--- src/cpm_regs.svh ---
`ifndef CPM_REGS_SVH
`define CPM_REGS_SVH

// register byte offsets on the control bus
`define CPM_OFS_STATUS      32'h0000_0000
`define CPM_OFS_CONTROL     32'h0000_0004
`define CPM_OFS_DECODE      32'h0000_0008

// control register field positions
`define CPM_CTL_SOFT_RESET  0
`define CPM_CTL_SDR_CLOCK   1

// control register reset value
`define CPM_CTL_RESET_VAL   2'h0

// static parallel codes carried on clock and data pins, {clock,data}
`define CPM_PAR_NORMAL      2'h0
`define CPM_PAR_ALIGN       2'h1
`define CPM_PAR_SYNC        2'h2
`define CPM_PAR_POWERDOWN   2'h3

// axi response codes
`define CPM_RESP_OKAY       2'h0
`define CPM_RESP_SLVERR     2'h2

`endif

--- src/cpm_pkg.sv ---
`include "cpm_regs.svh"

package cpm_pkg;

	// pin levels as sampled on the converter clock
	typedef struct packed {
		logic serial_reset;
		logic clock;
		logic data;
		logic enable;
		logic powerdown;
		logic wire_rate;
		logic factor;
		logic format_order;
	} cpm_pins_t;

	// decoded static operating modes
	typedef struct packed {
		logic alignment_pattern_mode;
		logic sync_mode;
		logic powerdown;
		logic coarse_gain;
		logic external_reference;
		logic two_wire;
		logic sdr_clock;
		logic factor_16x;
		logic capture_falling;
		logic offset_binary;
		logic lsb_first;
	} cpm_mode_t;

	// serial programming port as passed to the register file
	typedef struct packed {
		logic clock;
		logic data;
		logic enable;
	} cpm_prog_t;

	// true for an aligned word at a mapped offset
	function automatic logic cpm_addr_hit(input logic [31:0] addr);
		return (addr == `CPM_OFS_STATUS) || (addr == `CPM_OFS_CONTROL) ||
			(addr == `CPM_OFS_DECODE);
	endfunction

endpackage

--- src/cpm_axil_slave.sv ---
`timescale 1ns/1ps
`default_nettype none

// axi4-lite slave: one write and one read in flight, flat register port
module cpm_axil_slave
	import cpm_pkg::*;
(
	input  wire logic        aclk,
	input  wire logic        aresetn,
	input  wire logic        ce,
	input  wire logic [31:0] s_axi_awaddr,
	input  wire logic        s_axi_awvalid,
	output var  logic        s_axi_awready,
	input  wire logic [31:0] s_axi_wdata,
	input  wire logic [3:0]  s_axi_wstrb,
	input  wire logic        s_axi_wvalid,
	output var  logic        s_axi_wready,
	output var  logic [1:0]  s_axi_bresp,
	output var  logic        s_axi_bvalid,
	input  wire logic        s_axi_bready,
	input  wire logic [31:0] s_axi_araddr,
	input  wire logic        s_axi_arvalid,
	output var  logic        s_axi_arready,
	output var  logic [31:0] s_axi_rdata,
	output var  logic [1:0]  s_axi_rresp,
	output var  logic        s_axi_rvalid,
	input  wire logic        s_axi_rready,
	output var  logic        wr_en,
	output var  logic [31:0] wr_addr,
	output var  logic [31:0] wr_data,
	output var  logic [3:0]  wr_strb,
	output var  logic [31:0] rd_addr,
	input  wire logic [31:0] rd_data
);

	logic aw_full_reg;  // write address held
	logic w_full_reg;   // write data held
	logic ar_full_reg;  // read address held
	logic aw_full_next;
	logic w_full_next;
	logic ar_full_next;
	logic bvalid_next;
	logic rvalid_next;
	logic do_wr;        // both halves present, response slot free
	logic do_rd;

	// handshake bookkeeping; address and data may come in either order
	always_comb begin
		do_wr        = aw_full_reg & w_full_reg & ~s_axi_bvalid;
		do_rd        = ar_full_reg & ~s_axi_rvalid;
		aw_full_next = (aw_full_reg | (s_axi_awvalid & s_axi_awready)) & ~do_wr;
		w_full_next  = (w_full_reg | (s_axi_wvalid & s_axi_wready)) & ~do_wr;
		ar_full_next = (ar_full_reg | (s_axi_arvalid & s_axi_arready)) & ~do_rd;
		bvalid_next  = do_wr | (s_axi_bvalid & ~s_axi_bready);
		rvalid_next  = do_rd | (s_axi_rvalid & ~s_axi_rready);
	end

	// channel flags; readies are registered so no path runs to the pins
	always_ff @(posedge aclk) begin
		if (!aresetn) begin
			aw_full_reg   <= 1'b0;
			w_full_reg    <= 1'b0;
			ar_full_reg   <= 1'b0;
			s_axi_bvalid  <= 1'b0;
			s_axi_rvalid  <= 1'b0;
			s_axi_awready <= 1'b0;
			s_axi_wready  <= 1'b0;
			s_axi_arready <= 1'b0;
		end else if (ce) begin
			aw_full_reg   <= aw_full_next;
			w_full_reg    <= w_full_next;
			ar_full_reg   <= ar_full_next;
			s_axi_bvalid  <= bvalid_next;
			s_axi_rvalid  <= rvalid_next;
			s_axi_awready <= ~aw_full_next & ~bvalid_next;
			s_axi_wready  <= ~w_full_next & ~bvalid_next;
			s_axi_arready <= ~ar_full_next & ~rvalid_next;
		end
	end

	// payload capture and the single-cycle write strobe
	always_ff @(posedge aclk) begin
		if (!aresetn) begin
			wr_addr     <= 32'h0000_0000;
			wr_data     <= 32'h0000_0000;
			wr_strb     <= 4'h0;
			wr_en       <= 1'b0;
			rd_addr     <= 32'h0000_0000;
			s_axi_bresp <= `CPM_RESP_OKAY;
			s_axi_rresp <= `CPM_RESP_OKAY;
			s_axi_rdata <= 32'h0000_0000;
		end else if (ce) begin
			wr_en <= do_wr & cpm_addr_hit(wr_addr);
			if (s_axi_awvalid & s_axi_awready) begin
				wr_addr <= s_axi_awaddr;
			end
			if (s_axi_wvalid & s_axi_wready) begin
				wr_data <= s_axi_wdata;
				wr_strb <= s_axi_wstrb;
			end
			if (s_axi_arvalid & s_axi_arready) begin
				rd_addr <= s_axi_araddr;
			end
			// unmapped offsets answer slverr, reads return zero
			if (do_wr) begin
				s_axi_bresp <= cpm_addr_hit(wr_addr) ? `CPM_RESP_OKAY
					: `CPM_RESP_SLVERR;
			end
			if (do_rd) begin
				s_axi_rdata <= rd_data;
				s_axi_rresp <= cpm_addr_hit(rd_addr) ? `CPM_RESP_OKAY
					: `CPM_RESP_SLVERR;
			end
		end
	end

endmodule

`default_nettype wire

--- src/cpm_control_pin_decode.sv ---
`timescale 1ns/1ps
`default_nettype none

module cpm_control_pin_decode
	import cpm_pkg::*;
(
	input  wire logic        aclk,
	input  wire logic        aresetn,
	input  wire logic        ce,
	input  wire logic        serial_reset_pin,
	input  wire logic        serial_port_clock_pin,
	input  wire logic        serial_port_data_pin,
	input  wire logic        serial_port_enable_pin,
	input  wire logic        global_powerdown_pin,
	input  wire logic        wire_count_clock_rate_select,
	input  wire logic        serialization_factor_select,
	input  wire logic        format_bit_order_select,
	output var  cpm_prog_t   prog_port,
	output var  logic        prog_regs_init,
	output var  cpm_mode_t   mode,
	input  wire logic [31:0] s_axi_awaddr,
	input  wire logic        s_axi_awvalid,
	output var  logic        s_axi_awready,
	input  wire logic [31:0] s_axi_wdata,
	input  wire logic [3:0]  s_axi_wstrb,
	input  wire logic        s_axi_wvalid,
	output var  logic        s_axi_wready,
	output var  logic [1:0]  s_axi_bresp,
	output var  logic        s_axi_bvalid,
	input  wire logic        s_axi_bready,
	input  wire logic [31:0] s_axi_araddr,
	input  wire logic        s_axi_arvalid,
	output var  logic        s_axi_arready,
	output var  logic [31:0] s_axi_rdata,
	output var  logic [1:0]  s_axi_rresp,
	output var  logic        s_axi_rvalid,
	input  wire logic        s_axi_rready
);

	cpm_pins_t   pins;            // current pin levels, one bundle
	cpm_pins_t   pins_reg;        // previous cycle, for edge detection
	logic [1:0]  control_reg;     // software control bits
	logic        wr_en;           // register write strobe
	logic [31:0] wr_addr;
	logic [31:0] wr_data;
	logic [3:0]  wr_strb;
	logic [31:0] rd_addr;
	logic [31:0] rd_data;
	logic        soft_reset_hit;  // write of one to the soft reset bit
	logic        reset_rise;      // high-going edge on the serial reset pin
	logic [1:0]  par_code;        // static code on clock and data pins
	cpm_mode_t   mode_next;

	// pins are synchronous to aclk, so they are bundled without resampling
	assign pins = '{serial_reset: serial_reset_pin,
		clock: serial_port_clock_pin, data: serial_port_data_pin,
		enable: serial_port_enable_pin, powerdown: global_powerdown_pin,
		wire_rate: wire_count_clock_rate_select,
		factor: serialization_factor_select,
		format_order: format_bit_order_select};

	cpm_axil_slave u_axil (
		.aclk          (aclk),
		.aresetn       (aresetn),
		.ce            (ce),
		.s_axi_awaddr  (s_axi_awaddr),
		.s_axi_awvalid (s_axi_awvalid),
		.s_axi_awready (s_axi_awready),
		.s_axi_wdata   (s_axi_wdata),
		.s_axi_wstrb   (s_axi_wstrb),
		.s_axi_wvalid  (s_axi_wvalid),
		.s_axi_wready  (s_axi_wready),
		.s_axi_bresp   (s_axi_bresp),
		.s_axi_bvalid  (s_axi_bvalid),
		.s_axi_bready  (s_axi_bready),
		.s_axi_araddr  (s_axi_araddr),
		.s_axi_arvalid (s_axi_arvalid),
		.s_axi_arready (s_axi_arready),
		.s_axi_rdata   (s_axi_rdata),
		.s_axi_rresp   (s_axi_rresp),
		.s_axi_rvalid  (s_axi_rvalid),
		.s_axi_rready  (s_axi_rready),
		.wr_en         (wr_en),
		.wr_addr       (wr_addr),
		.wr_data       (wr_data),
		.wr_strb       (wr_strb),
		.rd_addr       (rd_addr),
		.rd_data       (rd_data)
	);

	// soft reset is a write-one pulse; it never stays set in the register
	assign soft_reset_hit = wr_en && (wr_addr == `CPM_OFS_CONTROL) &&
		wr_strb[0] && wr_data[`CPM_CTL_SOFT_RESET];
	assign reset_rise = pins.serial_reset & ~pins_reg.serial_reset;
	assign par_code   = {pins.clock, pins.data};

	// control register: only the clock-rate bit is stored
	always_ff @(posedge aclk) begin
		if (!aresetn) begin
			control_reg <= `CPM_CTL_RESET_VAL;
		end else if (ce) begin
			if (wr_en && (wr_addr == `CPM_OFS_CONTROL) && wr_strb[0]) begin
				control_reg[`CPM_CTL_SDR_CLOCK] <=
					wr_data[`CPM_CTL_SDR_CLOCK];
			end
		end
	end

	// previous pin levels for the serial reset edge
	always_ff @(posedge aclk) begin
		if (!aresetn) begin
			pins_reg <= '0;
		end else if (ce) begin
			pins_reg <= pins;
		end
	end

	// register init pulse from either the pin edge or software
	always_ff @(posedge aclk) begin
		if (!aresetn) begin
			prog_regs_init <= 1'b0;
		end else if (ce) begin
			prog_regs_init <= reset_rise | soft_reset_hit;
		end
	end

	// serial programming port: passed only while serial reset is low,
	// otherwise parked idle so the parallel levels cannot clock registers
	always_ff @(posedge aclk) begin
		if (!aresetn) begin
			prog_port <= '{clock: 1'b0, data: 1'b0, enable: 1'b1};
		end else if (ce) begin
			if (!pins.serial_reset) begin
				prog_port.clock  <= pins.clock;
				prog_port.data   <= pins.data;
				prog_port.enable <= pins.enable;
			end else begin
				prog_port <= '{clock: 1'b0, data: 1'b0, enable: 1'b1};
			end
		end
	end

	// static mode decode; parallel modes hold while serial reset is high,
	// which the host keeps high for parallel use
	always_comb begin
		mode_next = '0;
		if (pins.serial_reset) begin
			mode_next.alignment_pattern_mode =
				(par_code == `CPM_PAR_ALIGN);
			mode_next.sync_mode = (par_code == `CPM_PAR_SYNC);
			mode_next.powerdown =
				(par_code == `CPM_PAR_POWERDOWN);
			mode_next.coarse_gain        = ~pins.enable;
			mode_next.external_reference = ~pins.enable;
		end
		// dedicated pin wins regardless of serial port role
		if (pins.powerdown) begin
			mode_next.powerdown = 1'b1;
		end
		// grounded pin: one wire; sdr only when software asks
		mode_next.two_wire  = pins.wire_rate;
		mode_next.sdr_clock = control_reg[`CPM_CTL_SDR_CLOCK];
		// in ddr the pin level is a don't care and 14x is used
		if (mode_next.sdr_clock) begin
			mode_next.factor_16x      = pins.factor;
			mode_next.capture_falling = ~pins.factor;
		end
		mode_next.offset_binary = pins.format_order;
		mode_next.lsb_first     = pins.format_order;
	end

	// mode outputs straight from flops
	always_ff @(posedge aclk) begin
		if (!aresetn) begin
			mode <= '0;
		end else if (ce) begin
			mode <= mode_next;
		end
	end

	// read mux: pin levels, control bits and decoded modes
	always_comb begin
		rd_data = 32'h0000_0000;
		unique case (rd_addr)
			`CPM_OFS_STATUS:  rd_data[7:0]  = pins_reg;
			`CPM_OFS_CONTROL: rd_data[1:0]  = control_reg;
			`CPM_OFS_DECODE:  rd_data[10:0] = mode;
			default:          rd_data       = 32'h0000_0000;
		endcase
	end

endmodule

`default_nettype wire

--- config.mk ---
export PLATFORM = sky130hd
export DESIGN_NAME = cpm_control_pin_decode
export DESIGN_NICKNAME = d
export VERILOG_FILES = /design/src/cpm_pkg.sv /design/src/cpm_axil_slave.sv /design/src/cpm_control_pin_decode.sv
export VERILOG_INCLUDE_DIRS = /design/src
export SDC_FILE = /design/constraint.sdc
export NUM_CORES = 1
export LEC_CHECK = 0
export BUFFER_PORTS_ARGS = -buffer_cell sky130_fd_sc_hd__buf_2
export CAP_MARGIN = 20
export CORE_AREA = 2 2 125 79
export CTS_BUF_LIST = sky130_fd_sc_hd__clkbuf_8
export DETAILED_ROUTE_END_ITERATION = 10
export DIE_AREA = 0 0 127 81
export PLACE_DENSITY = 0.87
export SLEW_MARGIN = 30
export SYNTH_ARGS = -nofsm -noshare
export SYNTH_HDL_FRONTEND = slang
export SYNTH_SLANG_ARGS = --single-unit
--- constraint.sdc ---
create_clock -name aclk -period 1.7 [get_ports aclk]
set_input_delay 0.085 -clock aclk [delete_from_list [all_inputs] [get_ports aclk]]
set_output_delay 0.085 -clock aclk [all_outputs]
set_load 0.02 [all_outputs]
==> results of run 1 <==
-- what timing repair did --
action | in CTS | in global routing
endpoints found under the setup margin | 4 | 15
buffers inserted | 0 | 1
pin swaps | 0 | 7
resized for setup | 4 | 10
cloned | 0 | 1
hold endpoints to repair | 71 | 0
hold buffers | 71 | 0
-- placed cells by master, fill, tap and decap left out, types with 6 or more instances in the layout --
| cell type | Yosys | final |
|---|---|---|
| o21ai_0 | 6 | 6 |
| dfxtp_1 | 109 | 105 |
| nand2b_1 | 9 | 9 |
| dlygate4sd3_1 | 0 | 71 |
| inv_1 | 9 | 9 |
| buf_2 | 2 | 115 |
| nand2_1 | 152 | 152 |
| clkbuf_8 | 0 | 9 |
| nor2_1 | 6 | 6 |
| o21ai_2 | 10 | 10 |
| nor4_1 | 10 | 9 |
| mux2i_1 | 18 | 18 |
| a21boi_0 | 72 | 72 |
| conb_1 | 1 | 23 |
| nor2b_1 | 16 | 16 |
| buf_4 | 27 | 10 |
-- path summary, 6_finish.rpt --
check,from,endpoint,cells after the start
worst max register to register,u_axil.rd_addr[0]$_SDFFE_PN0P_,u_axil.s_axi_rdata[4]$_SDFFE_PN0P_,5
worst min register to register,u_axil.s_axi_rdata[5]$_SDFFE_PN0P_,u_axil.s_axi_rdata[5]$_SDFFE_PN0P_,2
worst max-delay path,u_axil.rd_addr[0]$_SDFFE_PN0P_,u_axil.s_axi_rdata[4]$_SDFFE_PN0P_,5
worst min-delay path,global_powerdown_pin,pins_reg[3]$_SDFFE_PN0P_,3
-- per-stage QoR --
step	setup slack (ns)	total power, mW	hold WS [ns]	std cells	util, %
after CTS	-0.00892	4.91	0.000836	820	64.8
after floorplan	0.209	3.07	0.230	547	-
final	-0.0159	4.92	0.0260	822	65.6
after global placement	0.0128	3.20	0.337	733	55.0
after detailed placement	-0.0394	3.22	0.344	733	55.0
after global routing	-0.0917	5.12	0.0199	822	65.6
-- logic make-up after synthesis --
| group | after synthesis | synth area share, % |
|---|---|---|
| compound gates | 108 | 17.6 |
| other cells | 1 | 0.0823 |
| flops | 109 | 47.9 |
| simple gates | 220 | 22.3 |
| buf+inv | 69 | 8.13 |
| mux | 18 | 3.96 |
-- where the power goes --
part           total, mW  switching [mW]  internal (mW)
sequential          2.68          0.0527           2.62
clock               1.58           0.891          0.690
combinational      0.667           0.335          0.332
-- area by class of cell --
class / count / share of cell area, %
clock buffer: 9 / 2.03
timing repair buffer: 198 / 22.8
multi-input combinational: 370 / 35.2
clock inverter: 7 / 1.23
tap: 120 / 2.46
sequential: 109 / 35.8
inverter: 9 / 0.552
-- worst max-delay path: cells and delay by family (launching register included) --
family	cells	cell delay [ns]
AOI/OAI and AO/OA	1	0.17
buffers and inverters	1	0.16
DFF	1	0.35
and+or+nand+nor	3	0.97
-- routing by layer --
| layer | part of all wire (%) | routed length, µm |
|---|---|---|
| met4 | 1.2 | 143 |
| met1 | 45 | 5200 |
| met5 | 0 | 0 |
| met2 | 49 | 5670 |
| met3 | 5.5 | 637 |
==> metrics.log, run 1 <==
[metrics] die width: ~130 µm
[metrics] residual DRC count: 0
[metrics] Die Ht: slightly above 80 µm
[metrics] most heavily used metal layer in global routing: met2
[metrics] Design Area, Final: roughly 0.0061 mm²
[metrics] Setup-failing EPs final: 5
[metrics] Tightest Pin Transition: approximately 0.60 ns
[metrics] largest registers: u_axil.rd_addr x32, u_axil.wr_addr x32, u_axil.s_axi_rdata x11
[metrics] total iterations of the first detailed-routing run: 4
[metrics] required time of the critical path: roughly 2.0 ns
[metrics] Layout Skew: between 0.01 and 0.015 ns
[metrics] category of the critical setup timing path: register to register
[metrics] via total after detailed routing: 4,067
[metrics] Critical Path Start Type: register
[metrics] total wirelength of the detailed-routed design: approximately 12,000 µm
[metrics] vias in the first global route: 3,970
[metrics] antenna diode instance count: 0
[metrics] ratio of cells with drive above 1 in the final layout: 23.9%
[metrics] met2 demand-to-capacity share in global routing: about two fifths
[metrics] DRC marker count from the first detailed-route iteration: about 230
[metrics] unrepaired setup endpoints after global routing: true
[metrics] gr ovfl total: 0
[metrics] CP peak stage delay: 0.56 ns
[metrics] time the worst path needs with I/O delays and setup: around 1.7 ns
[metrics] remaining antenna violation count after routing: 0
[metrics] count of filler cells inserted in the layout: approximately 750
[metrics] Reg2Reg Setup Slack: -0.02 ns
[metrics] leading cell type by number of instances after synthesis: nand2_1
[metrics] clock tree from TritonCTS: yes
[metrics] root buffer cell: clkbuf_8
[metrics] Async SR Flop Fraction: 0%
[metrics] largest net degree at the start of global routing: 76
[metrics] Final nets: between 800 and 900
[metrics] number of max-slew violations in the final report: 0
[metrics] max frequency: around 580 MHz
[metrics] Routability Congestion: approximately 0.79
[metrics] critical-path cell list: nor4_4 -> nand4_1 -> buf_6 -> or4_4 -> o21ai_2
[metrics] Clk Latency, worst-skew pair: between 0.3 and 0.4 ns
[metrics] synth cell count leaders: nand2_1, dfxtp_1, a21boi_0
[metrics] post-synthesis cell area: roughly 0.0046 mm²
[metrics] boundary pin count: 172
[metrics] clock buffers created by TritonCTS: 9
[metrics] HPWL after DPL: between 7000 and 8000 µm
[metrics] class of the tightest hold or removal check: input pin to register
[metrics] post-route fraction of the period consumed by the critical path: 101%
[metrics] input/output buffers: about 120
[metrics] worst path setup slack after routing: -0.0159 ns
[metrics] Primary FF master, synth: dfxtp_1
[metrics] failing checks: setup timing
[metrics] Post-Synthesis Mean Instance Area: between 8 and 9 µm²
[metrics] largest driver fanout on the critical path: 5
[metrics] share of the yosys chip area belonging to registers: between 40% and 50%
[metrics] met1 GRT Util: a little over a quarter
[metrics] Die Footprint: 0.0103 mm²
[metrics] CP Data Arrival Time: between 2 and 2.5 ns
[metrics] average detailed-routed wire length per instance: roughly 14 µm
[metrics] number of antenna violations at the first check in global routing: 0
[metrics] status: complete, but fails checks
[metrics] share of the synthesized area in the top cell type: 47.9%
[metrics] global-route total usage across every layer: a little under a quarter
[metrics] number of synthesized flops with an enable pin: 0
[metrics] count of final hold-check violations: 0
[metrics] leakage: between 2 and 3 nW
[metrics] Register Area: roughly 0.0022 mm²
[metrics] total power per unit cell area: 805 mW/mm²
[metrics] synth top area cells: dfxtp_1, nand2_1, a21boi_0
[metrics] final-layout setup total negative slack: -0.0313 ns
[metrics] largest voltage drop on the vdd net: roughly 440 µV
[metrics] row cnt: 28
[metrics] count of warnings emitted by yosys: 0
[metrics] relative slew slack: about three fifths
[metrics] Max-cap violations: 0
[metrics] core area: 0.00932 mm²
[metrics] Seq cells post-synth: 109
[metrics] deepest level of the CTS H-tree: 3
[metrics] cell accounting for the most synthesized area: dfxtp_1
[metrics] wire length of the first global-routing pass: around 18,000 µm
[metrics] clock-pin slew on the worst setup and hold paths: 0.11 ns
[metrics] distinct cell type count of the synthesized netlist: 38
[metrics] Initial Utilization: 48.9%
[metrics] area added between synthesis and finish: 34.3%
[metrics] routing usage on met3: under 10%
[metrics] area used by multi-input combinational logic: 0.00215 mm²
[metrics] Crit-path slowest cell: or4_4
[metrics] capturing element type of the critical path: register
[metrics] TritonCTS sink count: roughly 110
[metrics] maximum root-to-sink buffer count: 2
[metrics] post-place instance area: just over 0.005 mm²
[metrics] mean number of vias per cell: 4.95
[metrics] instance count of the mapped netlist: 525
Power figures use the tool's default switching activity.
==> run 2, diff against run 1 <==
Settings changed: CORE_AREA 2 2 125 79 to 2 2 128 80, CTS_BUF_LIST sky130_fd_sc_hd__clkbuf_8 to unset, DIE_AREA 0 0 127 81 to 0 0 130 82, PLACE_DENSITY 0.87 to 0.85.
Clock period 1.7 ns to 1.6 ns, I/O delays scaled along.
==> metrics.log, run 2 (same netlist as run 1, synthesis figures left out) <==
[metrics] total power per unit cell area: 914 mW/mm² (+13%)
[metrics] deepest level of the CTS H-tree: 3 (unchanged)
[metrics] most frequent cells in the layout: nand2_1, buf_2, dfxtp_1
[metrics] mean number of vias per cell: 4.89 (-1.1%)
[metrics] Die Footprint: 0.0107 mm² (+3.6%)
[metrics] Initial Utilization: 47.6% (-1.3 points)
[metrics] average detailed-routed wire length per instance: 14.3 µm (+1.0%)
[metrics] met3 wirelength from detailed routing: 662 µm (+3.9%)
[metrics] Met2 Routed Length: 5760 µm (+1.6%)
[metrics] max frequency: 583 MHz (about the same)
[metrics] met1 wire length: 5260 µm (+1.0%)
[metrics] clock buffers created by TritonCTS: 9 (unchanged)
[metrics] row cnt: 28 (unchanged)
[metrics] Setup-failing EPs final: 14 (+9)
[metrics] count of filler cells inserted in the layout: 794 (+6.1%)
[metrics] Routability Congestion: 0.800 (+1.5%)
[metrics] boundary pin count: 172 (unchanged)
[metrics] total wirelength of the detailed-routed design: 11,900 µm (+1.8%)
[metrics] via total after detailed routing: 4,050 (-0.42%)
[metrics] relative contribution of the clock network to total power: 36.8% (+4.7 points)
[metrics] critical-path cell list: nor4_4 -> nand4_1 -> buf_4 -> or4_4 -> o21ai_2
[metrics] Clk Latency, worst-skew pair: 0.34 ns (-0.03 ns)
[metrics] Final nets: 804 (-1.1%)
[metrics] antenna diode instance count: 0 (unchanged)
[metrics] largest voltage drop on the vdd net: 628 µV (+42%)
[metrics] remaining antenna violation count after routing: 0 (unchanged)
[metrics] fraction of the core area covered by cells at the end of the flow: 64.3% (-1.3 points)
[metrics] core area: 0.00956 mm² (+2.6%)
[metrics] status: complete, but fails checks
[metrics] TritonCTS sink count: 109 (unchanged)
[metrics] root buffer cell: clkbuf_16
[metrics] unrepaired setup endpoints after global routing: true
[metrics] category of the critical setup timing path: register to register
[metrics] CP Data Arrival Time: 2.00 ns (-0.02 ns)
[metrics] required time of the critical path: 1.88 ns (-0.12 ns)
[metrics] CP peak stage delay: 0.49 ns (-0.07 ns)
[metrics] HPWL after DPL: 7560 µm (+3.1%)
[metrics] largest driver fanout on the critical path: 5 (unchanged)
[metrics] clock tree from TritonCTS: yes
[metrics] ratio of cells with drive above 1 in the final layout: 26.1% (+2.2 points)
[metrics] switching share of power: 25.2% (-0.79 points)
[metrics] Crit-path slowest cell: or4_4
[metrics] die width: 130 µm (+2.4%)
[metrics] number of max-slew violations in the final report: 0 (unchanged)
[metrics] residual DRC count: 0 (unchanged)
[metrics] clock-pin slew on the worst setup and hold paths: 0.07 ns (-0.04 ns)
[metrics] cell internal pwr: 4.21 mW (+15%)
[metrics] Layout Skew: 0.00842 ns (-0.00462 ns)
[metrics] largest net degree at the start of global routing: 64 (-16%)
[metrics] Die Ht: 82 µm (+1.2%)
[metrics] Critical Path Start Type: register
[metrics] input/output buffers: 115 (unchanged)
[metrics] capturing element type of the critical path: register
[metrics] area added between synthesis and finish: 35.1%
[metrics] sequential share of power: 50.6% (-3.7 points)
[metrics] post-route fraction of the period consumed by the critical path: 107% (+6.3 points)
[metrics] Gate power share: 12.6% (-1.0 points)
[metrics] kind of cell with the highest combined delay on the critical path: simple AND/OR/NAND/NOR gates
[metrics] post-placement worst setup slack: -0.110 ns (-0.0707 ns)
[metrics] number of antenna violations at the first check in global routing: 0 (unchanged)
[metrics] largest registers: u_axil.rd_addr x32, u_axil.wr_addr x32, u_axil.s_axi_rdata x11
[metrics] worst path setup slack after routing: -0.116 ns (-0.0996 ns)
[metrics] relative slew slack: 65.1% (+5.3 points)
[metrics] class of the tightest hold or removal check: input pin to register
[metrics] wire length of the first global-routing pass: 18,500 µm (about the same)
[metrics] vias in the first global route: 3,938 (-0.81%)
[metrics] time the worst path needs with I/O delays and setup: 1.72 ns (-0.000433 ns)
[metrics] gr ovfl total: 0 (unchanged)
[metrics] final-layout setup total negative slack: -0.870 ns (-0.839 ns)
[metrics] Max-cap violations: 0 (unchanged)
[metrics] DRC marker count from the first detailed-route iteration: 217 (-4.8%)
[metrics] maximum root-to-sink buffer count: 2 (unchanged)
[metrics] commonest non-fill, non-tap cell in the layout: nand2_1
[metrics] DR top layer: met4
[metrics] buffer and inverter count on the worst path: 1 (unchanged)
[metrics] failing checks: setup timing
[metrics] count of final hold-check violations: 0 (unchanged)
[metrics] leakage: 2.52 nW (+0.26%)
[metrics] global-route total usage across every layer: 22.4% (-0.25 points)
[metrics] Tightest Pin Transition: 0.523 ns (-0.0798 ns)
[metrics] total iterations of the first detailed-routing run: 5 (+1)
[metrics] Net Sw Power: 1.41 mW (+11%)
==> run 2: through the flow <==
stage	instances	hold slack, ns	area, µm²	power [mW]
2_1_floorplan	547	0.225	4640	3.26
3_3_place_gp	753	0.331	5180	3.41
3_5_place_dp	753	0.337	5180	3.44
4_1_cts	828	0.000636	6080	5.64
5_1_grt	828	0.00701	6150	5.83
6_report	828	0.00977	6150	5.62
==> run 2: final timing paths <==
check | startpoint | to | slack, ns | cells after the start
worst max-delay path | u_axil.rd_addr[1]$_SDFFE_PN0P_ | u_axil.s_axi_rdata[0]$_SDFFE_PN0P_ | -0.12 | 5
worst min-delay path | s_axi_araddr[28] | u_axil.rd_addr[28]$_SDFFE_PN0P_ | 0.01 | 3
worst max register to register | u_axil.rd_addr[1]$_SDFFE_PN0P_ | u_axil.s_axi_rdata[0]$_SDFFE_PN0P_ | -0.12 | 5
worst min register to register | u_axil.s_axi_rdata[8]$_SDFFE_PN0P_ | u_axil.s_axi_rdata[8]$_SDFFE_PN0P_ | 0.45 | 2
==> run 2: routing by layer <==
metal | vias to the layer above | track usage, %
met5 | - | 0
met4 | 0 | 6.56
met3 | 17 | 5.67
met2 | 138 | 38.7
met1 | 1863 | 27.9
li1 | 2032 | -
==> run 2: what timing repair did <==
| action | in CTS | in global routing |
|---|---|---|
| setup endpoints to repair | 14 | 16 |
| endpoints found under the hold margin | 57 | 0 |
| gates cloned | 1 | 0 |
| hold buffers | 57 | 0 |
| setup buffers | 1 | 1 |
| resized for setup | 9 | 15 |
| pin swaps | 6 | 13 |
==> run 2: area by class of cell <==
cell class | instances | area (µm²) | area share [%]
repair buffers | 189 | 1290 | 20.9
multi-input cells | 370 | 2200 | 35.7
clock buffers | 10 | 229 | 3.72
clock inverters | 6 | 47.5 | 0.773
inverters | 9 | 33.8 | 0.549
flip-flops and latches | 109 | 2190 | 35.6
well taps | 135 | 169 | 2.75
==> run 2: power by group through the flow <==
stage	logic, mW	registers (mW)	clock network (mW)
2_1_floorplan	0.354	2.91	0
3_3_place_gp	0.521	2.89	0
3_5_place_dp	0.538	2.90	0
4_1_cts	0.671	2.84	2.13
5_1_grt	0.774	2.85	2.20
6_report	0.706	2.85	2.07
==> run 2: worst register-to-register path, stage by stage (launching register included) <==
cell     delay, ns
dfxtp_2       0.34
nor4_4        0.27
nand4_1       0.22
buf_4         0.21
or4_4         0.49
o21ai_2       0.13
